## src/verilog/tif_pkg.sv

```systemverilog
package tif_pkg;
   // Register byte addresses on the bus; no offsets are printed, so these are chosen.
   localparam logic [7:0] ADDR_TRAP_CTL = 8'h00;
   localparam logic [7:0] ADDR_VEC_EDGE = 8'h04;
   localparam logic [7:0] ADDR_FLAG0 = 8'h08;
   localparam logic [7:0] ADDR_FLAG0_MASK = 8'h0c;
   localparam logic [7:0] ADDR_TRAP_MASK = 8'h10;

   localparam int REG_W = 16;
   localparam int NUM_EXT = 5;

   // Trap register field positions.
   localparam int TRAP_ARITH_BIT = 4;
   localparam int TRAP_ADDR_BIT = 3;
   localparam int TRAP_STACK_BIT = 2;
   localparam int TRAP_OSC_BIT = 1;
   localparam logic [15:0] TRAP_IMPL_MASK = 16'h001e;

   // Control register field positions.
   localparam int VEC_ALT_BIT = 15;
   localparam int VEC_IRQ_DISABLE_ACTIVE_BIT = 14;
   localparam logic [15:0] VEC_RW_MASK = 16'h801f;

   // Flag register field positions.
   localparam int FLG_DMA1 = 14;
   localparam int FLG_ADC1 = 13;
   localparam int FLG_UTX = 12;
   localparam int FLG_URX = 11;
   localparam int FLG_SPI = 10;
   localparam int FLG_SPIF = 9;
   localparam int FLG_T3 = 8;
   localparam int FLG_T2 = 7;
   localparam int FLG_OC2 = 6;
   localparam int FLG_IC2 = 5;
   localparam int FLG_DMA0 = 4;
   localparam int FLG_T1 = 3;
   localparam int FLG_OC1 = 2;
   localparam int FLG_IC1 = 1;
   localparam int FLG_EXT0 = 0;
   localparam logic [15:0] FLAG0_IMPL_MASK = 16'h7fff;

   localparam logic [15:0] RST_ZERO = 16'h0000;
   localparam logic [1:0] RESP_OKAY = 2'b00;
   localparam logic [1:0] RESP_SLVERR = 2'b10;
endpackage

```

## src/verilog/tif_ext_if.sv

```systemverilog
`timescale 1ns/100ps
interface tif_ext_if;
   logic [4:0] pins;
   logic [4:0] polarity;
   logic [4:0] edge_seen;
   modport ctrl (output pins, output polarity, input edge_seen);
   modport det (input pins, input polarity, output edge_seen);
endinterface

```

## src/verilog/tif_axi_regs.sv

```systemverilog
`timescale 1ns/100ps
// Overview of operation
// The arithmetic error trap status flag sits at bit 4 of the trap register.
// A math error trap sets that flag to 1; it reads 0 when no such trap happened.
// An address error trap sets bit 3 of the trap register.
// A stack error trap sets bit 2 of the trap register.
// An oscillator failure trap sets bit 1 of the trap register.
// Bit 0 of the trap register, bits 13 to 5 of the control register and bit 15 of flag register 0 read 0.
// Control bit 15 set to 1 selects the alternate vector table, 0 the standard one.
// Control bit 14 is read-only and reads 1 while an interrupt-disable instruction runs.
// Each of the five external inputs is caught on its falling edge when its polarity bit is 1, else rising; only input 0 reaches a flag.
// DMA channel 1 completion sets flag bit 14 and DMA channel 0 completion sets flag bit 4.
// An ADC one conversion completion sets flag bit 13.
// UART one transmit sets flag bit 12 and receive sets flag bit 11.
// SPI one event sets flag bit 10 and SPI one fault sets flag bit 9.
// Timers 3, 2 and 1 set flag bits 8, 7 and 3.
// Compare 2 and capture 2 set bits 6 and 5; compare 1, capture 1 and external 0 set bits 2, 1 and 0.
// All implemented writable bits of the control register and flag register 0 reset to 0 and are read/write.
// Software clears a flag by writing 0 to it and the flag stays set until then.
module tif_axi_regs
   import tif_pkg::*;
(
   input wire logic CLK_SYS_I,
   input wire logic RST_B_I,
   input wire logic [7:0] S_AXI_AWADDR_I,
   input wire logic S_AXI_AWVALID_I,
   output logic S_AXI_AWREADY_O,
   input wire logic [31:0] S_AXI_WDATA_I,
   input wire logic [3:0] S_AXI_WSTRB_I,
   input wire logic S_AXI_WVALID_I,
   output logic S_AXI_WREADY_O,
   output logic [1:0] S_AXI_BRESP_O,
   output logic S_AXI_BVALID_O,
   input wire logic S_AXI_BREADY_I,
   input wire logic [7:0] S_AXI_ARADDR_I,
   input wire logic S_AXI_ARVALID_I,
   output logic S_AXI_ARREADY_O,
   output logic [31:0] S_AXI_RDATA_O,
   output logic [1:0] S_AXI_RRESP_O,
   output logic S_AXI_RVALID_O,
   input wire logic S_AXI_RREADY_I,
   input wire logic [3:0] TRAP_EVENT_I,
   input wire logic IRQ_DISABLE_ACTIVE_ACTIVE_I,
   input wire logic [14:0] PERIPH_REQ_I,
   input wire logic [4:0] EXT_IRQ_PIN_I,
   output logic ALT_VECTOR_TABLE_SEL_O,
   output logic IRQ_O
);

   typedef struct packed {
      logic [REG_W-1:0] trap;
      logic [REG_W-1:0] trap_mask;
      logic [REG_W-1:0] vec;
      logic [REG_W-1:0] flag0;
      logic [REG_W-1:0] flag0_mask;
      logic [3:0] trap_sync1;
      logic [3:0] trap_sync2;
      logic [14:0] req_sync1;
      logic [14:0] req_sync2;
      logic [14:0] req_prev;
      logic irq_disable_active_sync1;
      logic irq_disable_active_sync2;
      logic aw_full;
      logic [7:0] aw_addr;
      logic w_full;
      logic [31:0] w_data;
      logic [3:0] w_strb;
      logic bvalid;
      logic [1:0] bresp;
      logic rvalid;
      logic [31:0] rdata;
      logic [1:0] rresp;
      logic irq;
      // Readies are kept in flip-flops so every bus output leaves a register; they rise one cycle after reset.
      logic aw_rdy;
      logic w_rdy;
      logic ar_rdy;
   } tif_regs_s;

   tif_regs_s st;
   tif_regs_s next_st;
   tif_ext_if ext ();

   function automatic logic addr_known(input logic [7:0] a);
      addr_known = (a == ADDR_TRAP_CTL) || (a == ADDR_VEC_EDGE) || (a == ADDR_FLAG0) ||
                   (a == ADDR_FLAG0_MASK) || (a == ADDR_TRAP_MASK);
   endfunction

   function automatic logic [15:0] merge_lanes(input logic [15:0] old, input logic [31:0] d,
                                               input logic [3:0] s);
      merge_lanes = {s[1] ? d[15:8] : old[15:8], s[0] ? d[7:0] : old[7:0]};
   endfunction

   tif_edge_det #(
      .N(NUM_EXT)
   ) u_edge (
      .clk_sys_i(CLK_SYS_I),
      .rst_b_i(RST_B_I),
      .ext(ext.det)
   );

   assign ext.pins = EXT_IRQ_PIN_I;
   assign ext.polarity = st.vec[NUM_EXT-1:0];

   logic [REG_W-1:0] trap_set;
   logic [REG_W-1:0] flag_set;
   logic [14:0] req_rise;
   logic do_write;
   logic do_read;
   logic [REG_W-1:0] wr_val;
   logic [REG_W-1:0] rd_val;

   always_comb begin
      next_st = st;
      next_st.trap_sync1 = TRAP_EVENT_I;
      next_st.trap_sync2 = st.trap_sync1;
      next_st.req_sync1 = PERIPH_REQ_I;
      next_st.req_sync2 = st.req_sync1;
      next_st.req_prev = st.req_sync2;
      next_st.irq_disable_active_sync1 = IRQ_DISABLE_ACTIVE_ACTIVE_I;
      next_st.irq_disable_active_sync2 = st.irq_disable_active_sync1;

      // Trap inputs are levels; any high cycle latches the sticky bit.
      trap_set = RST_ZERO;
      trap_set[TRAP_ARITH_BIT] = st.trap_sync2[0]; // see R1 //
      trap_set[TRAP_ADDR_BIT] = st.trap_sync2[1];
      trap_set[TRAP_STACK_BIT] = st.trap_sync2[2];
      trap_set[TRAP_OSC_BIT] = st.trap_sync2[3];

      // Peripheral requests are taken on their rising edge so a held request is not re-flagged after a clear.
      req_rise = st.req_sync2 & ~st.req_prev;
      flag_set = RST_ZERO;
      flag_set[FLG_DMA1] = req_rise[14];
      flag_set[FLG_ADC1] = req_rise[13];
      flag_set[FLG_UTX] = req_rise[12];
      flag_set[FLG_URX] = req_rise[11];
      flag_set[FLG_SPI] = req_rise[10];
      flag_set[FLG_SPIF] = req_rise[9];
      flag_set[FLG_T3] = req_rise[8];
      flag_set[FLG_T2] = req_rise[7];
      flag_set[FLG_OC2] = req_rise[6];
      flag_set[FLG_IC2] = req_rise[5];
      flag_set[FLG_DMA0] = req_rise[4];
      flag_set[FLG_T1] = req_rise[3];
      flag_set[FLG_OC1] = req_rise[2];
      flag_set[FLG_IC1] = req_rise[1];
      flag_set[FLG_EXT0] = req_rise[0] | ext.edge_seen[0]; // see R15 //

      // Write channel: hold address and data until both are in, then answer once.
      if (S_AXI_AWVALID_I && st.aw_rdy) begin
         next_st.aw_full = 1'b1;
         next_st.aw_addr = S_AXI_AWADDR_I;
      end
      if (S_AXI_WVALID_I && st.w_rdy) begin
         next_st.w_full = 1'b1;
         next_st.w_data = S_AXI_WDATA_I;
         next_st.w_strb = S_AXI_WSTRB_I;
      end
      do_write = st.aw_full && st.w_full && !st.bvalid;
      wr_val = RST_ZERO;
      if (do_write) begin
         next_st.aw_full = 1'b0;
         next_st.w_full = 1'b0;
         next_st.bvalid = 1'b1;
         next_st.bresp = addr_known(st.aw_addr) ? RESP_OKAY : RESP_SLVERR;
         case (st.aw_addr)
            ADDR_TRAP_CTL: begin
               wr_val = merge_lanes(st.trap, st.w_data, st.w_strb);
               next_st.trap = wr_val & TRAP_IMPL_MASK;
            end
            ADDR_VEC_EDGE: begin
               wr_val = merge_lanes(st.vec, st.w_data, st.w_strb);
               next_st.vec = wr_val & VEC_RW_MASK; // see R7 //
            end
            ADDR_FLAG0: begin
               wr_val = merge_lanes(st.flag0, st.w_data, st.w_strb);
               next_st.flag0 = wr_val & FLAG0_IMPL_MASK; // see R16 //
            end
            ADDR_FLAG0_MASK: begin
               wr_val = merge_lanes(st.flag0_mask, st.w_data, st.w_strb);
               next_st.flag0_mask = wr_val & FLAG0_IMPL_MASK;
            end
            ADDR_TRAP_MASK: begin
               wr_val = merge_lanes(st.trap_mask, st.w_data, st.w_strb);
               next_st.trap_mask = wr_val & TRAP_IMPL_MASK;
            end
            default: begin
               wr_val = RST_ZERO;
            end
         endcase
      end
      if (st.bvalid && S_AXI_BREADY_I) begin
         next_st.bvalid = 1'b0;
      end

      // Hardware sets win over a software clear in the same cycle.
      next_st.trap = next_st.trap | trap_set;
      next_st.flag0 = next_st.flag0 | flag_set;

      // Read channel.
      do_read = S_AXI_ARVALID_I && st.ar_rdy;
      rd_val = RST_ZERO;
      case (S_AXI_ARADDR_I)
         ADDR_TRAP_CTL: rd_val = st.trap & TRAP_IMPL_MASK;
         ADDR_VEC_EDGE: begin
            rd_val = st.vec & VEC_RW_MASK;
            rd_val[VEC_IRQ_DISABLE_ACTIVE_BIT] = st.irq_disable_active_sync2;
         end
         ADDR_FLAG0: rd_val = st.flag0 & FLAG0_IMPL_MASK;
         ADDR_FLAG0_MASK: rd_val = st.flag0_mask;
         ADDR_TRAP_MASK: rd_val = st.trap_mask;
         default: rd_val = RST_ZERO;
      endcase
      if (do_read) begin
         next_st.rvalid = 1'b1;
         next_st.rdata = {16'h0000, rd_val};
         next_st.rresp = addr_known(S_AXI_ARADDR_I) ? RESP_OKAY : RESP_SLVERR;
      end else if (st.rvalid && S_AXI_RREADY_I) begin
         next_st.rvalid = 1'b0;
      end

      next_st.irq = |((next_st.flag0 & st.flag0_mask) | (next_st.trap & st.trap_mask));
      next_st.aw_rdy = !next_st.aw_full;
      next_st.w_rdy = !next_st.w_full;
      next_st.ar_rdy = !next_st.rvalid;
   end

   always_ff @(posedge CLK_SYS_I or negedge RST_B_I) begin
      if (!RST_B_I) begin
         st <= '0;
      end else begin
         st <= next_st;
      end
   end

   assign S_AXI_AWREADY_O = st.aw_rdy;
   assign S_AXI_WREADY_O = st.w_rdy;
   assign S_AXI_BVALID_O = st.bvalid;
   assign S_AXI_BRESP_O = st.bresp;
   assign S_AXI_ARREADY_O = st.ar_rdy;
   assign S_AXI_RVALID_O = st.rvalid;
   assign S_AXI_RDATA_O = st.rdata;
   assign S_AXI_RRESP_O = st.rresp;
   assign ALT_VECTOR_TABLE_SEL_O = st.vec[VEC_ALT_BIT];
   assign IRQ_O = st.irq;
endmodule

```

## src/verilog/tif_edge_det.sv

```systemverilog
`timescale 1ns/100ps
module tif_edge_det
   import tif_pkg::*;
#(
   parameter int N = NUM_EXT
) (
   input wire logic clk_sys_i,
   input wire logic rst_b_i,
   tif_ext_if.det ext
);
   typedef struct packed {
      logic [N-1:0] sync1;
      logic [N-1:0] sync2;
      logic [N-1:0] prev;
      logic [N-1:0] hit;
   } tif_det_s;

   tif_det_s st;
   tif_det_s next_st;

   always_comb begin
      next_st = st;
      next_st.sync1 = ext.pins;
      next_st.sync2 = st.sync1;
      next_st.prev = st.sync2;
      for (int i = 0; i < N; i++) begin
         // Polarity 1 picks the falling edge, 0 the rising edge.
         next_st.hit[i] = ext.polarity[i] ? (st.prev[i] & ~st.sync2[i])
                                          : (~st.prev[i] & st.sync2[i]);
      end
   end

   always_ff @(posedge clk_sys_i or negedge rst_b_i) begin
      if (!rst_b_i) begin
         st <= '0;
      end else begin
         st <= next_st;
      end
   end

   assign ext.edge_seen = st.hit;
endmodule

```

## config.mk

```make
export PLATFORM = sky130hd
export DESIGN_NAME = tif_axi_regs
export DESIGN_NICKNAME = d
export VERILOG_FILES = /design/src/verilog/tif_pkg.sv /design/src/verilog/tif_ext_if.sv /design/src/verilog/tif_axi_regs.sv /design/src/verilog/tif_edge_det.sv
export SDC_FILE = /design/constraint.sdc
export NUM_CORES = 1
export LEC_CHECK = 0
export BUFFER_PORTS_ARGS = -buffer_cell sky130_fd_sc_hd__buf_2
export CORE_ASPECT_RATIO = 0.6
export CORE_MARGIN = 8
export CORE_UTILIZATION = 55
export CTS_BUF_LIST = sky130_fd_sc_hd__clkbuf_8
export DETAILED_ROUTE_END_ITERATION = 10
export GPL_TIMING_DRIVEN = 0
export PLACE_DENSITY = 0.81
export SETUP_SLACK_MARGIN = 0.1
export SLEW_MARGIN = 20
export SYNTH_ARGS = -nofsm -noshare
export SYNTH_HDL_FRONTEND = slang
export SYNTH_SLANG_ARGS = --single-unit
```

## constraint.sdc

```tcl
create_clock -name CLK_SYS_I -period 5.8 [get_ports CLK_SYS_I]
set_input_delay 0.29 -clock CLK_SYS_I [delete_from_list [all_inputs] [get_ports CLK_SYS_I]]
set_output_delay 0.29 -clock CLK_SYS_I [all_outputs]
set_load 0.01 [all_outputs]
```

==> results.sh, run 1 <==
export IMPL_grt_util_all_layers_pct=19.4
export IMPL_syn_inst=467
export IMPL_tightest_slew_ps=1150
export IMPL_grt_setup_unrepaired="false"
export IMPL_dpl_hpwl_um=10100
export IMPL_power_density_mw_per_mm2=361
export IMPL_ys_flop_type="dfrtp_1"
export IMPL_fin_skew_ps=16.4
export IMPL_rows=29
export IMPL_synth_compound_area_share_pct=9.89
export IMPL_pwr_share_comb_pct=16.1
export IMPL_yosysSeqAreaShare_pct=64.3
export IMPL_ff2ff_path_depth=7
export IMPL_async_flop_share_pct=100
export IMPL_critical_path_cell_chain="or4b_1 -> buf_2 -> nor3_2 -> mux2i_1 -> o21ai_0 -> a2111oi_0 -> nand4_1"
export IMPL_ff2ff_setup_slack_ps=2900
export IMPL_period_needed_ps=2900
export IMPL_synthTopCellsByArea="dfrtp_1 (64%), mux2_2 (8.6%), buf_4 (4.5%), o21ai_0 (2.8%), nand2_1 (2.2%)"
export IMPL_num_io_pins=127
export IMPL_grt_ovfl_total=0
export IMPL_p_sw_share_pct=29.5
export IMPL_clk_latency_ps=440
export IMPL_rr_startpoint="st[80]"
export IMPL_port_buffers=85
export IMPL_synthAdderAreaFrac_pct=0
export IMPL_cts_inserted_buffers=17
export IMPL_avgRoutedWirePerCell_um=18.1
export IMPL_status="finished clean"
export IMPL_antenna_found_initial=0
export IMPL_wl_um=13800
export IMPL_syn_area_mm2=0.00604
export IMPL_yosys_warnings=0
export IMPL_final_cells=763
export IMPL_cp_end_kind="flip-flop"
export IMPL_hold_path_class="in2reg"
export IMPL_finalSetupTns_ps=0
export IMPL_ctsRootBufferMaster="clkbuf_8"
export IMPL_synth_top_family_by_area="multiplexers"
export IMPL_synth_edf_count=0
export IMPL_start_kind="flip-flop"
export IMPL_avgViaCountPerCell=5.38
export IMPL_yosys_area_share_simple_pct=8.77
export IMPL_timing_rr_end="IRQ_O"
export IMPL_drive_gt1_share_pct=33.3
export IMPL_cts_buffer_depth=2
export IMPL_synth_xor_area_share_pct=0
export IMPL_dp_slack_ps=3000
export IMPL_drc=0
export IMPL_h_tree_depth=4
export IMPL_fin_ws_ps=2900
export IMPL_clkTransAtPathRegs_ps=90
export IMPL_critPathCapture="IRQ_O"
export IMPL_criticalPathCategory="reg2reg"
export IMPL_cp_num_cells=7
export IMPL_worstHoldStart="S_AXI_BREADY_I"
export IMPL_slew_headroom_pct=23.3
export IMPL_clock_sinks=155
export IMPL_dieHeight_um=97.1
export IMPL_drtAntennaViolNets=0
export IMPL_drt_iter0_drc=377
export IMPL_dieArea_mm2=0.0147
export IMPL_power_switching_mw=0.785
export IMPL_syn_to_final_growth_pct=22.2
export IMPL_crit_fanout=10
export IMPL_die_w_um=151
export IMPL_vdd_drop_max_mv=0.290
export IMPL_worstPathRequired_ps=6090
export IMPL_yosys_area_top_type="dfrtp_1"
export IMPL_via_count=4108
export IMPL_setup_viol=0
export IMPL_synth_top_area_share_pct=64.3
export IMPL_cts_tree="done"
export IMPL_grt_max_degree=96
export IMPL_antenna_cells=0
export IMPL_max_clock_freq_ghz=0.344
export IMPL_synth_distinct_cells=46
export IMPL_critical_path_buf_inv_count=1
export IMPL_syn_avg_cell_area_um2=12.9
export IMPL_p_int_mw=1.88
export IMPL_nets=695
export IMPL_first_global_vias=4199
export IMPL_grt_pass1_wl_um=22100
export IMPL_power_leakage_nw=3.45
export IMPL_period_share_pct=50.1
export IMPL_hold_violations=0
export IMPL_drv_cap=0
export IMPL_synthMuxAreaShare_pct=10.3
export IMPL_place_inst=709
export IMPL_place_congestion=0.825
export IMPL_core_area_mm2=0.0106
export IMPL_maxSlewViolCount=0
export IMPL_clkPwrFrac_pct=31.7
export IMPL_crit_slowest_cell="a2111oi_0"
export IMPL_power_frac_seq_pct=52.2
export IMPL_path_delay_family="simple AND/OR/NAND/NOR gates"
export IMPL_arrival_ps=3200
export IMPL_initial_utilization_pct=56.8
export IMPL_ys_ff_latch=155
export IMPL_startpoint="st[80]"
export IMPL_first_pass_iters=5
export IMPL_max_stage_delay_ps=570
[what timing repair did]
action                                  4_1_cts  5_1_grt
endpoints found under the setup margin        0        0
gates resized for setup                       0        0
hold buffers                                 22        0
hold endpoints to repair                     81        0
buffers inserted                              0        0
[sequential cells by signal (all words and copies together) (netlist names), 2 cells and up]
signal,count
S_AXI_RDATA_O,16
st,86
next_st,35
u_edge.next_st,2
ext.polarity,5
[logic make-up after synthesis]
family | after synthesis
other | 1
AOI/OAI and AO/OA | 89
and+or+nand+nor | 96
DFF | 155
muxes | 56
buffers and inverters | 70
[cells in the final DEF (no fill, tap or decap), types with 4 or more instances in the layout]
| cell | n |
|---|---|
| mux2_2 | 46 |
| buf_2 | 86 |
| nor4_1 | 7 |
| a21oi_1 | 6 |
| nor2_1 | 9 |
| a221oi_1 | 4 |
| conb_1 | 18 |
| o31ai_1 | 6 |
| mux2i_1 | 9 |
| nor3_1 | 6 |
| clkinvlp_4 | 4 |
| a41oi_1 | 5 |
| buf_4 | 36 |
| dlygate4sd3_1 | 22 |
| clkbuf_8 | 17 |
| dfrtp_1 | 155 |
| inv_6 | 4 |
| inv_1 | 21 |
| nand2_1 | 35 |
| nand3_1 | 7 |
| nor2b_1 | 6 |
| o21ai_0 | 34 |
| clkbuf_1 | 11 |
| a22oi_1 | 14 |
| nand2b_1 | 4 |
| a21boi_0 | 5 |
[power by group through the flow]
stage	clock network [mW]	logic (mW)	registers [mW]
after floorplan	0	0.276	1.35
after global placement	0	0.396	1.39
after detailed placement	0	0.416	1.41
after CTS	0.862	0.430	1.39
after global routing	0.907	0.471	1.41
final	0.844	0.428	1.39
[final cells by class]
type | instances | area (um2)
Buffer | 50 | 333
Clock buffer | 17 | 234
Clock inverter | 15 | 188
Fill cell | 744 | 3250
Inverter | 20 | 75.1
Multi-Input combinational cell | 259 | 1810
Sequential cell | 155 | 3880
Tap cell | 139 | 174
Timing Repair Buffer | 108 | 683
[metal layers]
| metal | track usage [%] | wire length [um] | up-vias |
|---|---|---|---|
| li1 | - | - | 1905 |
| met1 | 28.0 | 6350 | 2024 |
| met2 | 25.9 | 5860 | 169 |
| met3 | 7.16 | 1460 | 10 |
| met4 | 6.89 | 138 | 0 |
| met5 | 0 | 0 | - |
[metrics by stage]
stage / hold slack, ps / power (mW) / cell area (um2) / util (%)
final: 19.8 / 2.66 / 7380 / 69.4
after global placement: 334 / 1.79 / 6700 / 63.0
after floorplan: -5.59 / 1.63 / 6100 / -
after global routing: 7.04 / 2.79 / 7380 / 69.4
after detailed placement: 258 / 1.82 / 6740 / 63.4
after CTS: 1.34 / 2.68 / 7380 / 69.4
[synth_stat cells, types with 2 or more instances]
cell type,count
and3_1,3
o31a_1,2
mux2i_1,9
o21ai_0,34
nor2b_1,6
and4_1,2
and2_1,3
a41oi_1,5
a221oi_1,4
buf_4,36
nand4b_1,3
a22oi_1,14
a31oi_1,3
nor4b_2,2
a21oi_1,6
nor2_1,9
clkbuf_1,11
dfrtp_1,155
nand2_1,35
inv_1,20
mux2_2,46
buf_2,2
nand3_1,7
nand2b_1,4
a21boi_0,5
o31ai_1,6
and4b_1,3
nor3_1,6
o22ai_1,2
o21a_1,2
nor4_1,7
[worst min-delay path by stage]
| stage | cells past startpoint | end |
|---|---|---|
| after detailed placement | 1 | st[84] |
| after CTS | 2 | S_AXI_BVALID_O |
| final | 2 | S_AXI_BVALID_O |
| after floorplan | 0 | ALT_VECTOR_TABLE_SEL_O |
| after global placement | 0 | next_st[95] |
| after global routing | 2 | S_AXI_BVALID_O |
Power figures use the tool's default switching activity.
==> inputs of run 2 (changes only) <==
--- a/config.mk
+++ b/config.mk
@@ -8,11 +8,11 @@
 export BUFFER_PORTS_ARGS = -buffer_cell sky130_fd_sc_hd__buf_2
 export CORE_ASPECT_RATIO = 0.6
 export CORE_MARGIN = 8
-export CORE_UTILIZATION = 55
+export CORE_UTILIZATION = 51
 export CTS_BUF_LIST = sky130_fd_sc_hd__clkbuf_8
 export DETAILED_ROUTE_END_ITERATION = 10
 export GPL_TIMING_DRIVEN = 0
-export PLACE_DENSITY = 0.81
+export PLACE_DENSITY = 0.79
 export SETUP_SLACK_MARGIN = 0.1
 export SLEW_MARGIN = 20
 export SYNTH_ARGS = -nofsm -noshare
==> constraint.sdc (replaced) <==
create_clock -name CLK_SYS_I -period 2.6 [get_ports CLK_SYS_I]
set_input_delay 0.13 -clock CLK_SYS_I [delete_from_list [all_inputs] [get_ports CLK_SYS_I]]
set_output_delay 0.13 -clock CLK_SYS_I [all_outputs]
set_load 0.01 [all_outputs]
==> results.sh, run 2 (synthesized netlist as in run 1, its figures left out) <==
export IMPL_avgViaCountPerCell=5.24
export IMPL_grt_util_all_layers_pct=19.2
export IMPL_die_w_um=156
export IMPL_place_inst=730
export IMPL_ff2ff_setup_slack_ps=50
export IMPL_rr_startpoint="st[79]"
export IMPL_drive_gt1_share_pct=35.6
export IMPL_drv_cap=0
export IMPL_power_leakage_nw=3.73
export IMPL_slew_headroom_pct=48.0
export IMPL_p_total_mw=6.23
export IMPL_num_io_pins=127
export IMPL_place_congestion=0.868
export IMPL_worstPathRequired_ps=2900
export IMPL_period_share_pct=98.1
export IMPL_timing_rr_end="IRQ_O"
export IMPL_power_density_mw_per_mm2=785
export IMPL_final_cell_mix="dfrtp_1 (154), buf_2 (85), dlygate4sd3_1 (50), buf_4 (49), mux2_2 (46)"
export IMPL_dpl_hpwl_um=10200
export IMPL_clock_sinks=155
export IMPL_dieHeight_um=100
export IMPL_antenna_found_initial=0
export IMPL_arrival_ps=2860
export IMPL_maxSlewViolCount=0
export IMPL_grt_pass1_wl_um=23400
export IMPL_cts_buffer_depth=2
export IMPL_cts_tree="done"
export IMPL_first_global_vias=4486
export IMPL_ff2ff_path_depth=8
export IMPL_vdd_drop_max_mv=0.430
export IMPL_fin_skew_ps=14.8
export IMPL_syn_to_final_growth_pct=31.4
export IMPL_first_pass_iters=6
export IMPL_design_area_mm2=0.00793
export IMPL_cts_inserted_buffers=17
export IMPL_nets=737
export IMPL_largest_reg_flops=86
export IMPL_criticalPathCategory="reg2reg"
export IMPL_clkTransAtPathRegs_ps=90
export IMPL_rows=30
export IMPL_ctsRootBufferMaster="clkbuf_8"
export IMPL_wl_um=14700
export IMPL_startpoint="st[79]"
export IMPL_hold_ws_ps=107
export IMPL_drtAntennaViolNets=0
export IMPL_max_clock_freq_ghz=0.392
export IMPL_hold_path_class="in2reg"
export IMPL_status="finished clean"
export IMPL_dieArea_mm2=0.0157
export IMPL_cp_end_kind="flip-flop"
export IMPL_drc=0
export IMPL_finalSetupTns_ps=0
export IMPL_clk_latency_ps=440
export IMPL_grt_ovfl_total=0
export IMPL_grt_max_degree=96
export IMPL_setup_viol=0
export IMPL_final_common_cell="dfrtp_1"
export IMPL_core_area_mm2=0.0114
export IMPL_via_count=4330
export IMPL_h_tree_depth=4
export IMPL_tightest_slew_ps=780
export IMPL_final_cells=826
export IMPL_dp_slack_ps=-189
export IMPL_drt_iter0_drc=236
export IMPL_hold_violations=0
export IMPL_top_register="st"
export IMPL_initial_utilization_pct=52.9
export IMPL_finish_utilization_pct=69.5
export IMPL_period_needed_ps=2550
export IMPL_fin_ws_ps=49.0
export IMPL_dpl_instance_area_mm2=0.00676
export IMPL_antenna_cells=0
export IMPL_critPathCapture="IRQ_O"
export IMPL_fill_cells=813
export IMPL_avgRoutedWirePerCell_um=17.8
export IMPL_port_buffers=85
export IMPL_crit_fanout=6
export IMPL_grt_setup_unrepaired="true"
export IMPL_start_kind="flip-flop"
-- run 2: cell type report --
type	instances	area, um2	share of cell area [%]
buffer	50	347	4.37
clock buffer	19	262	3.30
clock inverter	13	189	2.38
inverter	20	75.1	0.946
multi-input combinational	259	1910	24.1
sequential	155	3880	48.9
tap	160	200	2.52
timing repair buffer	150	1070	13.5
-- run 2: power breakdown --
part           switching, mW  leakage, nW  internal [mW]  total [mW]
Clock                  0.886        0.229           1.11        1.99
Sequential             0.368         1.85           2.76        3.12
Combinational          0.547         1.65          0.562        1.11
-- run 2: per-layer routing --
metal  routed length (um)  share of wire [%]  GRT usage, %
met1                 6600                 45          25.9
met2                 6260                 43          27.8
met3                 1680                 11          8.41
met4                  142               0.97          4.92
met5                    0                  0             0
-- run 2: timing repair --
action,CTS,global route
setup buffers,10,3
pin swaps,6,5
setup endpoints to repair,1,20
hold buffers,50,0
resized for setup,14,17
cloned,0,1
endpoints found under the hold margin,110,0
-- run 2: worst min-delay path by stage --
stage / from / endpoint / cells past startpoint
after floorplan: RST_B_I / ALT_VECTOR_TABLE_SEL_O / 0
after CTS: S_AXI_ARVALID_I / S_AXI_RRESP_O[1] / 3
final: S_AXI_ARVALID_I / S_AXI_RRESP_O[1] / 3
after global placement: PERIPH_REQ_I[12] / next_st[117] / 1
after global routing: S_AXI_ARVALID_I / S_AXI_RRESP_O[1] / 3
after detailed placement: RST_B_I / st[81] / 1
-- run 2: worst max-delay path, cell delays in order, from the launching register on --
cell,delay (ps)
dfrtp_1,490
or4b_4,590
buf_8,170
nor3_4,140
buf_4,150
mux2i_1,260
a21boi_0,220
a2111oi_4,260
nand4_1,140
==> inputs of run 3 (changes only) <==
--- a/config.mk
+++ b/config.mk
@@ -5,7 +5,9 @@
 export SDC_FILE = /design/constraint.sdc
 export NUM_CORES = 1
 export LEC_CHECK = 0
+export ABC_AREA = 1
 export BUFFER_PORTS_ARGS = -buffer_cell sky130_fd_sc_hd__buf_2
+export CAP_MARGIN = 20
 export CORE_ASPECT_RATIO = 0.6
 export CORE_MARGIN = 8
 export CORE_UTILIZATION = 51
==> results.sh, run 3 <==
export IMPL_drive_gt1_share_pct=22.0
export IMPL_die_w_um=157
export IMPL_final_common_cell="nand2_1"
export IMPL_synthTopCellsByArea="dfrtp_1 (63%), nand2_1 (12%), buf_4 (4.5%), nand3_1 (3.8%), inv_1 (3.4%)"
export IMPL_drtAntennaViolNets=0
export IMPL_port_buffers=86
export IMPL_num_io_pins=127
export IMPL_dpl_instance_area_mm2=0.00686
export IMPL_drc=0
export IMPL_core_area_mm2=0.0119
export IMPL_tightest_slew_ps=590
export IMPL_p_total_mw=6.25
export IMPL_dieHeight_um=101
export IMPL_wl_um=14800
export IMPL_criticalPathCategory="reg2reg"
export IMPL_clkTransAtPathRegs_ps=90
export IMPL_grt_util_all_layers_pct=19.9
export IMPL_power_leakage_nw=3.97
export IMPL_synth_top_area_share_pct=63.4
export IMPL_drv_cap=0
export IMPL_post_cts_resized=0
export IMPL_finish_utilization_pct=65.3
export IMPL_worstPathRequired_ps=2940
export IMPL_syn_area_mm2=0.00612
export IMPL_avgViaCountPerCell=4.79
export IMPL_ctsRootBufferMaster="clkbuf_8"
export IMPL_slew_headroom_pct=60.3
export IMPL_design_area_mm2=0.00775
export IMPL_arrival_ps=2300
export IMPL_antenna_found_initial=1
export IMPL_async_flop_share_pct=100
export IMPL_grt_setup_unrepaired="false"
export IMPL_power_density_mw_per_mm2=807
export IMPL_syn_avg_cell_area_um2=9.67
export IMPL_grt_max_degree=92
export IMPL_yosys_warnings=0
export IMPL_cts_buffer_depth=2
export IMPL_status="finished clean"
export IMPL_initial_utilization_pct=51.6
export IMPL_yosysMostFrequentCell="nand2_1"
export IMPL_place_congestion=0.852
export IMPL_hold_violations=0
export IMPL_grt_pass1_wl_um=24100
export IMPL_nets=891
export IMPL_syn_inst=633
export IMPL_maxSlewViolCount=0
export IMPL_largest_reg_flops=86
export IMPL_crit_fanout=10
export IMPL_rows=31
export IMPL_cp_end_kind="flip-flop"
export IMPL_vdd_drop_max_mv=0.620
export IMPL_avgRoutedWirePerCell_um=15.0
export IMPL_syn_to_final_growth_pct=26.6
export IMPL_grt_ovfl_total=0
export IMPL_setup_viol=0
export IMPL_yosysSeqAreaShare_pct=63.4
export IMPL_max_clock_freq_ghz=0.512
export IMPL_top_register="st"
export IMPL_first_pass_iters=5
export IMPL_ys_flop_type="dfrtp_1"
export IMPL_dieArea_mm2=0.0159
export IMPL_start_kind="flip-flop"
export IMPL_final_cell_mix="nand2_1 (202), dfrtp_1 (155), buf_2 (89), inv_1 (58), dlygate4sd3_1 (51)"
export IMPL_synth_distinct_cells=32
export IMPL_ys_top_cells_by_count="nand2_1 (202), dfrtp_1 (155), inv_1 (56)"
export IMPL_h_tree_depth=4
export IMPL_hold_path_class="in2reg"
export IMPL_drt_iter0_drc=345
export IMPL_cts_inserted_buffers=17
export IMPL_cts_tree="done"
export IMPL_dpl_hpwl_um=10500
export IMPL_period_needed_ps=1950
export IMPL_first_global_vias=4678
export IMPL_via_count=4722
export IMPL_synth_edf_count=0
export IMPL_fin_skew_ps=10.7
export IMPL_clk_latency_ps=450
export IMPL_yosys_area_top_type="dfrtp_1"
export IMPL_period_share_pct=75.2
export IMPL_clock_sinks=155
export IMPL_ys_ff_latch=155
run 3: cell types whose count changed after synthesis, moves of 13 or more:
cell,previous run,this run
nand3_1,7,46
a21oi_1,6,19
nand2_1,35,202
a22oi_1,14,0
mux2_2,46,0
inv_1,20,56
nor2_1,9,26
run 3: final cells by class:
class                      instances  area [um2]
clock inverter                    15         143
multi-input combinational        385        1740
antenna                            1        2.50
tap                              165         206
fill                             982        4120
timing repair buffer             138         978
clock buffer                      17         234
inverter                          61         229
sequential                       155        3880
buffer                            49         335
run 3: worst max-delay path, cell delays in order, from the launching register on:
cell	delay, ps
dfrtp_1	390
nand2_1	110
clkinv_1	310
clkbuf_1	330
nand2_1	110
nand2_1	50
dlygate4sd3_1	540
run 3: stage by stage:
| step | cells | hold WS [ps] | worst slack [ps] | TNS [ps] |
|---|---|---|---|---|
| after floorplan | 650 | -166 | 1080 | 0 |
| after global placement | 901 | 238 | -749 | -113670 |
| after CTS | 985 | 32.3 | 677 | 0 |
| after detailed placement | 902 | 117 | 780 | 0 |
| after global routing | 986 | 50.0 | 513 | 0 |
| final | 986 | 57.8 | 646 | 0 |
run 3: layer usage:
metal | GRT usage (%) | wire, um
met1 | 28.5 | 7070
met2 | 27.5 | 6050
met3 | 7.96 | 1520
met4 | 4.59 | 124
met5 | 0 | 0
run 3: cells by family (layout without fill, tap and decap cells):
kind of cell | Yosys count | in the layout | share of synthesized area (%)
buffers and inverters | 110 | 280 | 9.22
flip-flops | 155 | 155 | 63.4
AO/OA/AOI/OAI | 65 | 65 | 5.72
other | 1 | 19 | 0.0613
AND/OR/NAND/NOR | 302 | 302 | 21.6
run 3: final timing paths:
path / start / end / slack [ps] / depth (start not counted)
setup / recovery: S_AXI_WREADY_O / st[51] / 650 / 6
hold / removal: S_AXI_AWVALID_I / st[84] / 60 / 4
setup reg to reg: S_AXI_WREADY_O / st[51] / 650 / 6
hold reg to reg: next_st[137] / st[137] / 350 / 0
max in group asynchronous: RST_B_I / ALT_VECTOR_TABLE_SEL_O / 1580 / 3
min in group asynchronous: RST_B_I / S_AXI_RVALID_O / 220 / 2
run 3: repair_timing:
action | in CTS | in global routing
hold endpoints to repair | 114 | 0
hold buffers | 51 | 0
setup endpoints to repair | 0 | 0
buffers inserted | 0 | 0
run 3: power by group:
part / leakage, nW / internal [mW] / switching (mW)
sequential: 1.86 / 2.84 / 0.328
clock: 0.192 / 0.775 / 0.949
combinational: 1.92 / 0.518 / 0.848
total: 3.97 / 4.13 / 2.13
